==> config.mk <==
export PLATFORM = sky130hd
export DESIGN_NAME = pirq_flags
export DESIGN_NICKNAME = d
export VERILOG_FILES = /design/src/hw/pirq_pkg.sv /design/src/hw/pirq_flags.sv
export VERILOG_INCLUDE_DIRS = /design/src /design/src/hw
export SDC_FILE = /design/constraint.sdc
export NUM_CORES = 1
export LEC_CHECK = 0
export ABC_CLOCK_PERIOD_IN_PS = 6300
export BUFFER_PORTS_ARGS = -buffer_cell sky130_fd_sc_hd__buf_4
export CORE_MARGIN = 4
export CORE_UTILIZATION = 40
export DETAILED_ROUTE_END_ITERATION = 10
export GPL_ROUTABILITY_DRIVEN = 0
export PLACE_DENSITY = 0.67
export RECOVER_POWER = 25
export SYNTH_ARGS = -nofsm -noshare
export SYNTH_HDL_FRONTEND = slang
export SYNTH_SLANG_ARGS = --single-unit
export TNS_END_PERCENT = 20
==> constraint.sdc <==
create_clock -name clk_in -period 6.3 [get_ports clk_in]
set_clock_uncertainty 0.2 [all_clocks]
set_input_delay 0.315 -clock clk_in [delete_from_list [all_inputs] [get_ports clk_in]]
set_output_delay 0.315 -clock clk_in [all_outputs]
set_load 0.02 [all_outputs]
==> src/hw/pirq_map.svh <==
`ifndef PIRQ_MAP_SVH
`define PIRQ_MAP_SVH

`define PIRQ_AW           8
`define PIRQ_DW           32
`define PIRQ_FW           8
`define PIRQ_OFF_FLAGS    8'h0C
`define PIRQ_OFF_ENABLES  8'h10
`define PIRQ_OFF_CTRL     8'h14
`define PIRQ_OFF_STATUS   8'h18
`define PIRQ_OFF_MASK     8'h1C

`define PIRQ_BIT_HOST     7
`define PIRQ_BIT_CONV     6
`define PIRQ_BIT_RX       5
`define PIRQ_BIT_TX       4
`define PIRQ_BIT_SYNC     3
`define PIRQ_BIT_CCP      2
`define PIRQ_BIT_MATCH    1
`define PIRQ_BIT_WIDE     0

`define PIRQ_CTRL_PERIPHERAL_IRQ_GATE    0
`define PIRQ_CTRL_GIE     1
`define PIRQ_CTRL_SMALL   2
`define PIRQ_CTRL_MASK    8'h07

`define PIRQ_SW_MASK      8'hCF
`define PIRQ_RST_BYTE     8'h00
`define PIRQ_RST_WORD     32'h0000_0000
`define PIRQ_RESP_OK      2'h0
`define PIRQ_RESP_DECERR  2'h3

`endif

==> src/hw/pirq_pkg.sv <==
package pirq_pkg;

    typedef enum logic [1:0] {
        PIRQ_CCP_OFF,
        PIRQ_CCP_CAPTURE,
        PIRQ_CCP_COMPARE,
        PIRQ_CCP_PWM
    } pirq_ccp_mode_t;

    typedef struct packed {
        logic host_access;
        logic conv_done;
        logic rx_full;
        logic tx_empty;
        logic sync_xfer_done;
        logic ccp_capture;
        logic ccp_match;
        logic period_match;
        logic wide_rollover;
    } pirq_evt_t;

    typedef struct packed {
        logic master_mode;
        logic start_done;
        logic stop_done;
        logic restart_done;
        logic ack_done;
        logic start_idle;
        logic stop_idle;
    } pirq_twi_t;

endpackage

==> src/hw/pirq_flags.sv <==
// Register access over Avalon-MM was chosen for this implementation.
`timescale 1ns/100ps
`default_nettype none
`include "pirq_map.svh"

// Overview of operation
// - Eight-bit flag register at 0x0C, resets zero
// - Bit 7 sets on host port access, except when the small-package control bit is set
// - Bit 6 sets on conversion done
// - Bit 5 mirrors receive buffer full, read-only
// - Bit 4 mirrors transmit buffer empty, read-only
// - Bit 3 sets on serial port event
// - Two-wire master condition completions also set bit 3
// - Bit 2 on capture or compare, never PWM
// - Bit 1 sets on period match
// - Bit 0 sets on wide timer rollover
// - Flags set regardless of any enable
// - Request needs enable bit and peripheral gate
module pirq_flags (
    input  wire logic                    clk_in,
    input  wire logic                    arst_n_in,
    input  wire logic [`PIRQ_AW-1:0]     avs_address_in,
    input  wire logic                    avs_read_in,
    input  wire logic                    avs_write_in,
    input  wire logic [`PIRQ_DW-1:0]     avs_writedata_in,
    input  wire logic [3:0]              avs_byteenable_in,
    output logic      [`PIRQ_DW-1:0]     avs_readdata_out,
    output logic                         avs_waitrequest_out,
    output logic      [1:0]              avs_response_out,
    input  wire pirq_pkg::pirq_evt_t     evt_in,
    input  wire pirq_pkg::pirq_twi_t     twi_in,
    input  wire pirq_pkg::pirq_ccp_mode_t ccp_mode_in,
    output logic                         periph_irq_req_out,
    output logic                         global_irq_req_out,
    output logic                         irq_out
);

    // ****************************************
    // Helpers
    // ****************************************
    function automatic logic hit(
        input logic [`PIRQ_AW-1:0] addr,
        input logic [`PIRQ_AW-1:0] off
    );
        hit = (addr == off);
    endfunction

    function automatic logic [`PIRQ_FW-1:0] merge_w1c(
        input logic [`PIRQ_FW-1:0] cur,
        input logic [`PIRQ_FW-1:0] clr,
        input logic [`PIRQ_FW-1:0] set
    );
        merge_w1c = (cur & ~clr) | set;
    endfunction

    function automatic logic rise(
        input logic now_lvl,
        input logic prev_lvl
    );
        rise = now_lvl && !prev_lvl;
    endfunction

    function automatic logic any_pending(
        input logic [`PIRQ_FW-1:0] flags,
        input logic [`PIRQ_FW-1:0] enables
    );
        any_pending = |(flags & enables);
    endfunction

    // ****************************************
    // Registers
    // ****************************************
    logic [`PIRQ_FW-1:0] peripheral_event_flags;
    logic [`PIRQ_FW-1:0] peripheral_event_enables;
    logic [`PIRQ_FW-1:0] ctrl;
    logic [`PIRQ_FW-1:0] irq_status;
    logic [`PIRQ_FW-1:0] irq_mask;
    logic                rx_full_q;
    logic                tx_empty_q;

    logic [`PIRQ_FW-1:0] next_flags;
    logic [`PIRQ_FW-1:0] next_status;
    logic [`PIRQ_FW-1:0] set_vec;
    logic [`PIRQ_FW-1:0] evt_vec;
    logic [`PIRQ_DW-1:0] rd_word;
    logic                rd_mapped;
    logic                acc_take;
    logic                acc_wr;
    logic                lane0;
    logic                sync_set;
    logic                ccp_set;
    logic                wr_flags;
    logic                wr_enables;
    logic                wr_ctrl;
    logic                wr_status;
    logic                wr_mask;

    // ****************************************
    // Bus handshake
    // ****************************************
    // Answer one cycle after the request, so read data stands early
    assign acc_take = (avs_read_in || avs_write_in) && !avs_waitrequest_out;
    assign acc_wr   = acc_take && avs_write_in;
    assign lane0    = avs_byteenable_in[0];

    // Lane 0 alone carries every register; upper lanes are ignored
    assign wr_flags   = acc_wr && lane0 && hit(avs_address_in, `PIRQ_OFF_FLAGS);
    assign wr_enables = acc_wr && lane0 && hit(avs_address_in, `PIRQ_OFF_ENABLES);
    assign wr_ctrl    = acc_wr && lane0 && hit(avs_address_in, `PIRQ_OFF_CTRL);
    assign wr_status  = acc_wr && lane0 && hit(avs_address_in, `PIRQ_OFF_STATUS);
    assign wr_mask    = acc_wr && lane0 && hit(avs_address_in, `PIRQ_OFF_MASK);

    always_ff @(posedge clk_in or negedge arst_n_in) begin
        if (!arst_n_in) begin
            avs_waitrequest_out <= 1'b1;
        end else if (acc_take) begin
            avs_waitrequest_out <= 1'b1;
        end else if (avs_read_in || avs_write_in) begin
            avs_waitrequest_out <= 1'b0;
        end else begin
            avs_waitrequest_out <= 1'b1;
        end
    end

    always_comb begin
        rd_word   = `PIRQ_RST_WORD;
        rd_mapped = 1'b1;
        case (1'b1)
            hit(avs_address_in, `PIRQ_OFF_FLAGS):
                rd_word[`PIRQ_FW-1:0] = peripheral_event_flags;
            hit(avs_address_in, `PIRQ_OFF_ENABLES):
                rd_word[`PIRQ_FW-1:0] = peripheral_event_enables;
            hit(avs_address_in, `PIRQ_OFF_CTRL):
                rd_word[`PIRQ_FW-1:0] = ctrl;
            hit(avs_address_in, `PIRQ_OFF_STATUS):
                rd_word[`PIRQ_FW-1:0] = irq_status;
            hit(avs_address_in, `PIRQ_OFF_MASK):
                rd_word[`PIRQ_FW-1:0] = irq_mask;
            default:
                rd_mapped = 1'b0;
        endcase
    end

    always_ff @(posedge clk_in or negedge arst_n_in) begin
        if (!arst_n_in) begin
            avs_readdata_out <= `PIRQ_RST_WORD;
            avs_response_out <= `PIRQ_RESP_OK;
        end else if ((avs_read_in || avs_write_in) && avs_waitrequest_out) begin
            avs_readdata_out <= avs_read_in ? rd_word : `PIRQ_RST_WORD;
            avs_response_out <= rd_mapped ? `PIRQ_RESP_OK : `PIRQ_RESP_DECERR;
        end
    end

    // ****************************************
    // Event sources
    // ****************************************
    // Serial port events
    assign sync_set = evt_in.sync_xfer_done
        || (twi_in.master_mode && (twi_in.start_done || twi_in.stop_done
            || twi_in.restart_done || twi_in.ack_done
            || twi_in.start_idle || twi_in.stop_idle));

    always_comb begin
        case (ccp_mode_in)
            pirq_pkg::PIRQ_CCP_CAPTURE: ccp_set = evt_in.ccp_capture;
            pirq_pkg::PIRQ_CCP_COMPARE: ccp_set = evt_in.ccp_match;
            pirq_pkg::PIRQ_CCP_PWM:     ccp_set = 1'b0;
            default:                    ccp_set = 1'b0;
        endcase
    end

    always_comb begin
        set_vec = `PIRQ_RST_BYTE;
        // Host port, unused on small package
        set_vec[`PIRQ_BIT_HOST] = evt_in.host_access && !ctrl[`PIRQ_CTRL_SMALL];
        set_vec[`PIRQ_BIT_CONV]  = evt_in.conv_done;
        set_vec[`PIRQ_BIT_SYNC]  = sync_set;
        set_vec[`PIRQ_BIT_CCP]   = ccp_set;
        set_vec[`PIRQ_BIT_MATCH] = evt_in.period_match;
        set_vec[`PIRQ_BIT_WIDE]  = evt_in.wide_rollover;
    end

    // Buffer bits raise a sticky event only on their rising edge
    always_comb begin
        evt_vec = set_vec;
        evt_vec[`PIRQ_BIT_RX] = rise(evt_in.rx_full, rx_full_q);
        evt_vec[`PIRQ_BIT_TX] = rise(evt_in.tx_empty, tx_empty_q);
    end

    // ****************************************
    // Flag register
    // ****************************************
    // Set wins over clear
    always_comb begin
        next_flags = peripheral_event_flags;
        if (wr_flags) begin
            next_flags = avs_writedata_in[`PIRQ_FW-1:0] & `PIRQ_SW_MASK;
        end
        next_flags = (next_flags & `PIRQ_SW_MASK) | set_vec;
        next_flags[`PIRQ_BIT_RX] = evt_in.rx_full;
        next_flags[`PIRQ_BIT_TX] = evt_in.tx_empty;
    end

    always_ff @(posedge clk_in or negedge arst_n_in) begin
        if (!arst_n_in) begin
            peripheral_event_flags <= `PIRQ_RST_BYTE;
        end else begin
            peripheral_event_flags <= next_flags;
        end
    end

    always_ff @(posedge clk_in or negedge arst_n_in) begin
        if (!arst_n_in) begin
            // Transmit buffer idles empty, so no false edge after reset
            rx_full_q  <= 1'b0;
            tx_empty_q <= 1'b1;
        end else begin
            rx_full_q  <= evt_in.rx_full;
            tx_empty_q <= evt_in.tx_empty;
        end
    end

    // ****************************************
    // Enables and control
    // ****************************************
    always_ff @(posedge clk_in or negedge arst_n_in) begin
        if (!arst_n_in) begin
            peripheral_event_enables <= `PIRQ_RST_BYTE;
        end else if (wr_enables) begin
            peripheral_event_enables <= avs_writedata_in[`PIRQ_FW-1:0];
        end
    end

    always_ff @(posedge clk_in or negedge arst_n_in) begin
        if (!arst_n_in) begin
            ctrl <= `PIRQ_RST_BYTE;
        end else if (wr_ctrl) begin
            ctrl <= avs_writedata_in[`PIRQ_FW-1:0] & `PIRQ_CTRL_MASK;
        end
    end

    // ****************************************
    // Interrupt status and mask
    // ****************************************
    // New event beats write-one clear
    always_comb begin
        next_status = merge_w1c(irq_status, `PIRQ_RST_BYTE, evt_vec);
        if (wr_status) begin
            next_status = merge_w1c(irq_status,
                avs_writedata_in[`PIRQ_FW-1:0], evt_vec);
        end
    end

    always_ff @(posedge clk_in or negedge arst_n_in) begin
        if (!arst_n_in) begin
            irq_status <= `PIRQ_RST_BYTE;
        end else begin
            irq_status <= next_status;
        end
    end

    always_ff @(posedge clk_in or negedge arst_n_in) begin
        if (!arst_n_in) begin
            irq_mask <= `PIRQ_RST_BYTE;
        end else if (wr_mask) begin
            irq_mask <= avs_writedata_in[`PIRQ_FW-1:0];
        end
    end

    // ****************************************
    // Request outputs
    // ****************************************
    // Registered from next state so outputs track flags exactly
    always_ff @(posedge clk_in or negedge arst_n_in) begin
        if (!arst_n_in) begin
            irq_out <= 1'b0;
        end else begin
            irq_out <= any_pending(next_status, irq_mask);
        end
    end

    always_ff @(posedge clk_in or negedge arst_n_in) begin
        if (!arst_n_in) begin
            periph_irq_req_out <= 1'b0;
            global_irq_req_out <= 1'b0;
        end else begin
            periph_irq_req_out <= ctrl[`PIRQ_CTRL_PERIPHERAL_IRQ_GATE]
                && any_pending(next_flags, peripheral_event_enables);
            global_irq_req_out <= ctrl[`PIRQ_CTRL_GIE] && ctrl[`PIRQ_CTRL_PERIPHERAL_IRQ_GATE]
                && any_pending(next_flags, peripheral_event_enables);
        end
    end

endmodule
`default_nettype wire

# Word-level counts from Yosys, hierarchy flattened
# Cells that the tools add are included.
# W data, S select, Z words.
# word_totals
regBits	75
in_bits	66
output_inout_bits	38
# classes
eq_ne	7
muxes	17
bitwise_logic	7
reduce_logical	29
# ops
cell	count
$mux W8	8
$eq A8 B5 Y1 const B	4
$and A8 B8 Y8	3
$or A8 B8 Y8	3
$logic_and A1 B1 Y1	16
$reduce_or A8 Y1	2
$eq A8 B4 Y1 const B	1
$not A8 Y8	1
$logic_or A1 B1 Y1	7
$mux W1	7
$logic_not A1 Y1	4
$eq A2 B1 Y1 const B	1
$eq A2 B2 Y1 const B	1
$mux W2	1
$pmux W1 S2	1

# Logic depth before layout (Yosys ltp)
# Gate-level depths: netlist (run 1).
# logic_depth
word_depth	11
ltp_mapped	7
ltp_nobuf	7

# Least setup slack after synthesis (run 1)
# OpenSTA, ideal clock, no wires.
# synth_timing
path_type	input to register
start	input port avs_address_in[4]
end	register global_irq_req_out
setup_ns	0.137
t_arrival_ns	1.909
t_required_ns	5.963
setup_slack_ns	4.053
cell_stages	7
path_buffers	2
path_cell_list	buf_6 or4_4 buf_6 o31a_1 a311o_1 a22oi_2 a21oi_1
# synth_between
elab_chain_len	7
# synth_rtl
element	line_no	rtl
start: declaration	pirq_flags.sv:22	input wire logic [`PIRQ_AW-1:0] avs_address_in,
$eq A8 B4 Y1	pirq_flags.sv:45	hit = (addr == off);
$logic_and A1 B1 Y1	pirq_flags.sv:107	assign wr_flags = acc_wr && lane0 && hit(avs_address_in, `PIRQ_OFF_FLAGS);
$mux W8	pirq_flags.sv:196	if (wr_flags) begin
$or A8 B8 Y8	pirq_flags.sv:199	next_flags = (next_flags & `PIRQ_SW_MASK) | set_vec;
via next_flags[3]	pirq_flags.sv:81	logic [`PIRQ_FW-1:0] next_flags;
$and A8 B8 Y8	pirq_flags.sv:67	any_pending = |(flags & enables);
$reduce_or A8 Y1	pirq_flags.sv:67	
$logic_and A1 B1 Y1	pirq_flags.sv:289	global_irq_req_out <= ctrl[`PIRQ_CTRL_GIE] && ctrl[`PIRQ_CTRL_PERIPHERAL_IRQ_GATE]
end signal: assignment	pirq_flags.sv:289	
end: declaration	pirq_flags.sv:34	output logic global_irq_req_out,
# The timed path passes the listed nets, and every way through them passes these cells.
# A chain may end at the register's enable or synchronous reset.

==> metrics.yaml, run 1 <==
outcome: "finished with violations"
failed_checks: "max-capacitance violations, max-slew violations"
numCtsBuffers: 5
grt_first_pass_wirelength_microns: 10900
wl_per_cell_microns: 17.0
drive_above_1_share_pct: 25.8
postCtsHoldBufs: 3
fillCellCount: 627
async_reset_ff_share_pct: 100
switching_power_uw: 166
diodes: 0
p_int_uw: 446
path_max_fanout: 49
worstHoldStart: "evt_in[0]"
grt_pass1_vias: 2189
initial_utilization_pct: 41.8
path_cells: "dlygate4sd3_1, clkbuf_1"
clock_tree.root_cell: "clkbuf_8"
worst_slew_pin_slew_ps: 2590
rsz0062_at_grt: "no"
clkPwrFrac_pct: 31.5
global_route.usage.total_pct: 16.6
holdWs_ps: 55.5
setup_viol: 0
final.setup.tns_ps: 0
ant_nets: 0
h-tree-depth: 2
worstPathArrival_ps: 2680
period_share_pct: 47.9
hold_violations: 0
synth_area_sq_um: 2700
viasPerCell: 5.53
clkLatencyLatePin_ps: 300
cts_buffer_depth: 2
p_seq_share_pct: 53.1
seq_area_frac_synth_pct: 45.5
grt_busiest_layer: "met2"
grt_max_degree: 50
clkTransAtPathRegs_ps: 80
crit_path_end_kind: "async pin"
remaining_drc_errors: 0
ff2ff_setup_slack_ps: 3680
dr.pass1.iters: 5
cts_tree: "done"
critPathKind: "in -> async"
fmax_mhz: 332
critPathLaunch: "arst_n_in"
swShare_pct: 27.2
critPathBufInv: 2
ys_types: 53
period_needed_ps: 3020
placed_cells: 376
coreArea_sq_um: 6460
critical_path.top_delay_family: "buffers and inverters"
final_nets: 377
ys.flop_type: "dfrtp_1"
required_ps: 5970
dieArea_sq_um: 8130
dp_hpwl_microns: 4960
synth_cells: 257
p_leak_uw: 0.00140
start_kind: "input port"
relSlewSlack_pct: -72.4
power_frac_comb_pct: 15.4
cts_setup_buffers: 0
vias: 2140
syn2layout_area_growth_pct: 16.7
grt_overflow: 0
antenna_found_initial: 0
instances_no_fill: 387
max_stage_delay_ps: 1830
p_per_area_nw_per_um2: 194
vdd_drop_max_uv: 102
fp.dieW_microns: 90.2
yosys_register_bits: 49
cap_violations: 1
yosysWarnings: 0
cts.repair.resized: 0
use_met1_pct: 21.9
drt_iter0_markers: 121
grt.met2_usage_pct: 26.8
r2r-start: "avs_waitrequest_out$_DFF_PN1_"
num_rows: 29
die_h_microns: 90.2
avgSynthCellArea_sq_um: 10.5
io_pins: 104
cts.sinks: 49
wl_microns: 6580
hold_class: "in -> reg"
met3_usage_pct: 3.59
port_buffers: 52
synth_edf_count: 0
slew_viol_final: 50
slowest_stage: "clkbuf_1"
-- per-layer routing --
metal,vias up,wire [microns]
met5,-,0
met4,0,115
met3,9,448
met2,90,3120
met1,1041,2890
li1,1000,-
-- state kept, by name (all words and copies together), names as in the netlist --
register                  flops
tx_empty_q                    1
avs_response_out              1
ctrl                          3
peripheral_event_flags        8
avs_waitrequest_out           1
irq_status                    8
irq_out                       1
avs_readdata_out              8
periph_irq_req_out            1
irq_mask                      8
global_irq_req_out            1
peripheral_event_enables      8
-- final timing paths --
| check | endpoint | depth (start not counted) |
|---|---|---|
| min reg2reg | avs_readdata_out[6]$_DFFE_PN0P_ | 2 |
| min | peripheral_event_flags[0]$_DFF_PN0_ | 2 |
| max in group clk_in | irq_mask[3]$_DFFE_PN0P_ | 4 |
| max | irq_status[0]$_DFF_PN0_ | 2 |
| min in group asynchronous | peripheral_event_enables[2]$_DFFE_PN0P_ | 2 |
| max reg2reg | irq_mask[3]$_DFFE_PN0P_ | 4 |
-- metrics by stage --
step	power (uW)	utilization [%]	cell area (sq um)	setup slack, ps
floorplan	391	-	2790	4050
global placement	424	47.1	3040	3620
detailed placement	425	47.1	3040	3590
CTS	617	49.0	3160	3700
global route	641	48.8	3150	2680
finish	612	48.8	3150	3280
-- power groups by stage --
stage | Clock [uW] | Combinational (uW) | Sequential, uW
6_report | 193 | 94.3 | 325
5_1_grt | 210 | 104 | 326
4_1_cts | 196 | 95.6 | 325
3_5_place_dp | 0 | 93.9 | 331
3_3_place_gp | 0 | 92.9 | 331
2_1_floorplan | 0 | 56.7 | 334
-- synth_stat cells (all sizes together), types with 2 or more instances --
cell type	n	share of area [%]
dfrtp	47	44
buf	29	8.2
nand2	22	3.1
o21ai	21	3.9
mux2	19	7.9
nor2	16	2.2
a22oi	10	3.0
a21oi	8	1.5
a31oi	8	1.9
nor2b	7	1.6
nor3	6	1.5
nor4	6	1.9
clkbuf	5	0.69
a21o	4	1.1
inv	4	0.56
mux2i	3	1.1
mux4	3	2.5
a21boi	2	0.56
a221o	2	0.74
and3b	2	0.65
dfstp	2	1.9
ha	2	0.93
nand3	2	0.37
nand4b	2	0.65
o22a	2	0.65
or2	2	0.46
or4	2	0.83
-- cell usage in the layout (no fill, tap or decap), types with 2 or more instances in the layout --
cell	instances
nor2b_1	7
a22oi_1	9
mux2_2	11
and3b_1	2
nand2_1	22
a21o_1	4
nor3_1	5
buf_4	50
or2_2	2
a221o_1	2
inv_1	4
conb_1	24
or4_4	2
nor4_1	5
a21oi_1	8
ha_1	2
clkbuf_8	6
nand3_1	2
nand4b_1	2
nor2_1	16
dlygate4sd3_1	3
clkbuf_1	5
mux2_1	8
a31oi_1	8
o22a_1	2
mux4_2	3
dfrtp_1	47
o21ai_0	21
mux2i_1	3
-- logic make-up after synthesis --
family | after synthesis | share of synthesized area (%)
AND/OR/NAND/NOR | 74 | 15.4
AO/OA/AOI/OAI | 68 | 17.1
flip-flops | 49 | 45.5
buffers and inverters | 38 | 9.40
multiplexers | 25 | 11.5
adder cells (fa/ha/maj) | 2 | 0.926
other | 1 | 0.139
-- layout make-up --
cell class | count | area, sq um | area share (%)
Tap cell | 77 | 96.3 | 3.06
Clock buffer | 8 | 90.1 | 2.86
Inverter | 4 | 15.0 | 0.476
Multi-Input combinational cell | 193 | 1310 | 41.4
Timing Repair Buffer | 56 | 417 | 13.2
Sequential cell | 49 | 1230 | 39.0
Note: power is estimated with default switching activity, not from simulation.
==> run 2: changes to the inputs <==
ABC_AREA = 1   (was not set)
ABC_CLOCK_PERIOD_IN_PS = 2450   (was 6300)
PLACE_DENSITY = 0.7   (was 0.67)
clock period = 2.45 ns   (was 6.3 ns; I/O delays follow)
==> metrics.yaml, run 2 <==
worst_slew_pin_slew_ps: 1220
period_share_pct: 87.7
setup_ws_ps: 302
hold_violations: 0
final_nets: 487
yosys_register_bits: 49
layout_commonest_cell: "nand2_1"
start_kind: "input port"
cts_tree: "done"
wl_per_cell_microns: 13.2
max_stage_delay_ps: 600
h-tree-depth: 2
drt_iter0_markers: 188
initial_utilization_pct: 41.9
hold_class: "in -> reg"
antenna_found_initial: 0
wl_microns: 6570
ys.flop_type: "dfrtp_1"
remaining_drc_errors: 0
io_pins: 104
vias: 2368
synth_common_cells: "110 x nand2_1, 47 x dfrtp_1, 31 x inv_1, 26 x buf_4"
wirelength_met1_microns: 2810
yosysWarnings: 0
grt_pass1_vias: 2347
synth_edf_count: 0
required_ps: 2440
dp_hpwl_microns: 4780
fp.dieW_microns: 90.0
worstHoldStart: "avs_address_in[2]"
period_needed_ps: 2150
syn2layout_area_growth_pct: 25.9
worstPathArrival_ps: 2140
dieArea_sq_um: 8100
critPathBufInv: 4
clkTransAtPathRegs_ps: 80
fmax_mhz: 466
crit_path_end_kind: "flip-flop"
diodes: 0
cts.sinks: 49
dr.pass1.iters: 4
synth.most_common_cell: "nand2_1"
global_route.usage.total_pct: 16.6
synth_top_area_share_pct: 43.7
seq_area_frac_synth_pct: 45.7
viasPerCell: 4.76
grt_first_pass_wirelength_microns: 11100
cts_buffer_depth: 2
final.setup.tns_ps: 0
wl_met3_microns: 389
p_per_area_nw_per_um2: 464
cts.repair.resized: 0
path_max_fanout: 2
final_cell_mix: "110 x nand2_1, 53 x buf_4, 47 x dfrtp_1"
drive_above_1_share_pct: 21.2
crit_top_cell: "dlygate4sd3_1"
synth_cells: 339
critPathLaunch: "evt_in[4]"
ys_types: 28
slew_viol_final: 0
critical_path.top_delay_family: "buffers and inverters"
p_leak_uw: 0.00175
slowest_stage: "dlygate4sd3_1"
die_h_microns: 90.0
ant_nets: 0
clkLatencyLatePin_ps: 310
setup_viol: 0
top_layer_used: "met4"
grt_overflow: 0
numCtsBuffers: 5
path_cells: "dlygate4sd3_1, buf_4, a21oi_1, dlygate4sd3_1, nand3_2, dlygate4sd3_1"
clock_tree.root_cell: "clkbuf_8"
port_buffers: 52
dr_wl_met2_microns: 3290
async_reset_ff_share_pct: 100
grt_max_degree: 50
rsz0062_at_grt: "no"
cap_violations: 0
synth_area_sq_um: 2690
vdd_drop_max_uv: 369
relSlewSlack_pct: 18.9
yosys.area.top_type: "dfrtp_1"
coreArea_sq_um: 6420
post-place-ws_ps: 549
synth.area.top_cells: "dfrtp_1 44%, nand2_1 15%, buf_4 7.3%"
critPathKind: "in -> reg"
avgSynthCellArea_sq_um: 7.94
num_rows: 29
r2r-start: "avs_waitrequest_out$_DFF_PN1_"
outcome: "completed"
==> run 2: changes by cell type in the layout (fill, tap and decap cells not counted), sizes merged, moves of 7 or more <==
cell         before  now
nand2            22  117
inv               4   33
nand3             2   29
dlygate4sd3       3   24
mux2             19    0
o21ai            21   35
nor2             16   29
a22oi            10    0
a31oi             8    0
nor2b             7    0
==> run 2: metrics by stage <==
| stage | cells | total power (uW) | instance area (sq um) | hold WS [ps] | utilization (%) |
|---|---|---|---|---|---|
| 2_1_floorplan | 362 | 989 | 2780 | -373 | - |
| 3_3_place_gp | 465 | 1060 | 3070 | -19.2 | 47.7 |
| 3_5_place_dp | 465 | 1060 | 3070 | -13.1 | 47.7 |
| 4_1_cts | 497 | 1580 | 3400 | 43.4 | 52.9 |
| 5_1_grt | 497 | 1640 | 3390 | 81.0 | 52.7 |
| 6_report | 497 | 1570 | 3390 | 53.6 | 52.7 |
==> run 2: path summary, 6_finish.rpt <==
kind	endpoint	slack (ps)	cells past startpoint
max reg2reg	peripheral_event_flags[0]$_DFF_PN0_	450	5
min reg2reg	avs_readdata_out[2]$_DFFE_PN0P_	290	2
min	irq_status[6]$_DFF_PN0_	50	4
max	peripheral_event_flags[3]$_DFF_PN0_	300	6
max in group asynchronous	irq_mask[3]$_DFFE_PN0P_	920	2
min in group asynchronous	peripheral_event_flags[7]$_DFF_PN0_	400	2
==> run 2: cells by family (layout without fill, tap and decap cells) <==
group	after synthesis	count (layout)	share of synthesized area [%]
flops	49	49	45.7
fa+ha+maj	2	2	0.930
simple gates	182	182	32.0
compound gates	42	42	8.28
other cells	1	24	0.139
buf+inv	63	121	13.0
==> run 2: per-layer routing <==
layer	global-route usage, %	vias to the layer above
met2	28.9	67
met5	0	-
met3	3.09	8
met4	4.97	0
met1	20.9	1102
li1	-	1191
==> run 2: cell type report <==
class / count / area (sq um)
Clock buffer: 8 / 90.1
Fill cell: 613 / 3040
Inverter: 33 / 124
Multi-Input combinational cell: 250 / 1200
Sequential cell: 49 / 1230
Tap cell: 77 / 96.3
Timing Repair Buffer: 80 / 651
==> run 2: worst reg2reg max path, delay by kind of cell (launching register included) <==
family	cells	cell delay (ps)
buffers and inverters	1	570
AND/OR/NAND/NOR	4	740
flip-flops	1	390
==> run 2: power by group <==
| group | total (uW) | internal, uW | switching [uW] |
|---|---|---|---|
| registers | 836 | 825 | 10.4 |
| logic | 235 | 94.3 | 140 |
| clock network | 503 | 231 | 272 |
==> run 2: timing repair <==
item | in CTS | in global routing
hold buffers | 24 | 0
buffers inserted | 0 | 0
hold endpoints to repair | 88 | 0
==> run 3: changes to the inputs <==
ABC_AREA = 0   (was 1)
HOLD_SLACK_MARGIN = 0.1   (was not set)
==> metrics.yaml, run 3 (synthesized netlist as in run 1, its figures left out) <==
cts_buffer_depth: 2
switching_power_uw: 447
wl_per_cell_microns: 16.6
wl_microns: 6900
hold_violations: 0
swShare_pct: 26.0
timing.rr.end: "peripheral_event_flags[0]$_DFF_PN0_"
final_nets: 406
h-tree-depth: 2
p_leak_uw: 0.00155
holdPathStages: 3
required_ps: 2440
fmax_mhz: 419
clkPwrFrac_pct: 35.4
io_pins: 104
start_kind: "flip-flop"
hold_end: "avs_response_out[0]$_DFFE_PN0P_"
ant_nets: 0
dieArea_sq_um: 8130
grt_max_degree: 50
worstHoldStart: "avs_address_in[0]"
cap_violations: 0
num_rows: 29
final_cell_mix: "62 x buf_4, 47 x dfrtp_1, 24 x conb_1"
clock_tree.root_cell: "clkbuf_8"
viasPerCell: 5.41
rsz0062_at_grt: "no"
grt_pass1_vias: 2262
cts_setup_buffers: 0
syn2layout_area_growth_pct: 27.7
coreArea_sq_um: 6460
crit_path_end_kind: "flip-flop"
drt_iter0_markers: 176
grt_overflow: 0
postLayoutCoreUtil_pct: 53.4
rr_worst_depth: 6
hold_class: "in -> reg"
diodes: 0
p_seq_share_pct: 48.6
power_frac_comb_pct: 16.0
critPathBufInv: 2
path_cells: "nand3b_1, buf_4, nor3_4, nor2b_1, a211o_1, dlygate4sd3_1"
remaining_drc_errors: 0
vias: 2250
initial_utilization_pct: 41.8
period_share_pct: 97.4
final.setup.tns_ps: 0
fillCellCount: 582
period_needed_ps: 2390
dr.pass1.iters: 4
setup_viol: 0
numCtsBuffers: 5
global_route.usage.total_pct: 17.6
grt_first_pass_wirelength_microns: 11500
cts.sinks: 49
critPathKind: "reg -> reg"
slew_viol_final: 0
p_int_uw: 1270
slowest_stage: "dlygate4sd3_1"
cts_tree: "done"
critical_path.top_delay_family: "buffers and inverters"
r2r-start: "avs_waitrequest_out$_DFF_PN1_"
max_stage_delay_ps: 560
p_per_area_nw_per_um2: 499
outcome: "completed"
post-place-ws_ps: 113
worst_slew_pin_slew_ps: 1210
port_buffers: 52
clkLatencyLatePin_ps: 300
relSlewSlack_pct: 19.3
holdWs_ps: 103
path_max_fanout: 6
antenna_found_initial: 0
fp.dieW_microns: 90.2
total_power_uw: 1720
die_h_microns: 90.2
drive_above_1_share_pct: 28.6
clkTransAtPathRegs_ps: 90
vdd_drop_max_uv: 359
dp_hpwl_microns: 5230
ff2ff_setup_slack_ps: 60
setup_ws_ps: 63.8
critPathLaunch: "avs_waitrequest_out$_DFF_PN1_"
layout_commonest_cell: "buf_4"
worstPathArrival_ps: 2370
-- run 3: final cells by class --
class                      count  area (sq um)  share of cell area, %
multi-input combinational    193          1310                   38.0
sequential                    49          1230                   35.6
timing repair buffer          85           678                   19.7
tap                           77          96.3                   2.79
clock buffer                   6          82.6                   2.39
clock inverter                 2          37.5                   1.09
inverter                       4          15.0                  0.435
-- run 3: power groups by stage --
stage | clock network, uW | logic (uW) | registers, uW
finish | 610 | 275 | 836
detailed placement | 0 | 250 | 852
global route | 650 | 300 | 839
global placement | 0 | 247 | 851
CTS | 622 | 276 | 836
floorplan | 0 | 146 | 860
-- run 3: worst register-to-register path, delay by kind of cell (launching register included) --
family	cells	cell delay, ps
DFF	1	390
buffers and inverters	2	760
AOI/OAI and AO/OA	1	280
and+or+nand+nor	3	650
-- run 3: what timing repair did --
item,in CTS,in global routing
hold buffers,20,0
resized for setup,0,1
endpoints found under the setup margin,0,2
endpoints found under the hold margin,95,0
-- run 3: routing by layer --
metal | GRT usage (%) | routed length, microns | vias up
met1 | 24.2 | 2950 | 1075
met5 | 0 | 0 | -
met3 | 3.26 | 594 | 9
li1 | - | - | 1063
met4 | 5.99 | 104 | 0
met2 | 28.1 | 3250 | 103
-- run 3: worst max path at each step --
stage                                               end  slack, ps  cells after the start
floorplan                       irq_mask[0]$_DFFE_PN0P_        290                      5
global placement                      irq_out$_DFF_PN0_         90                      6
detailed placement                    irq_out$_DFF_PN0_        110                      6
CTS                 peripheral_event_flags[0]$_DFF_PN0_         90                      6
global route        peripheral_event_flags[0]$_DFF_PN0_          8                      6
finish              peripheral_event_flags[0]$_DFF_PN0_         60                      6
-- run 3: stage by stage --
stage               instance area, sq um  instances
floorplan                           2790        280
global placement                    3130        388
detailed placement                  3130        388
CTS                                 3450        416
global route                        3450        416
finish                              3450        416
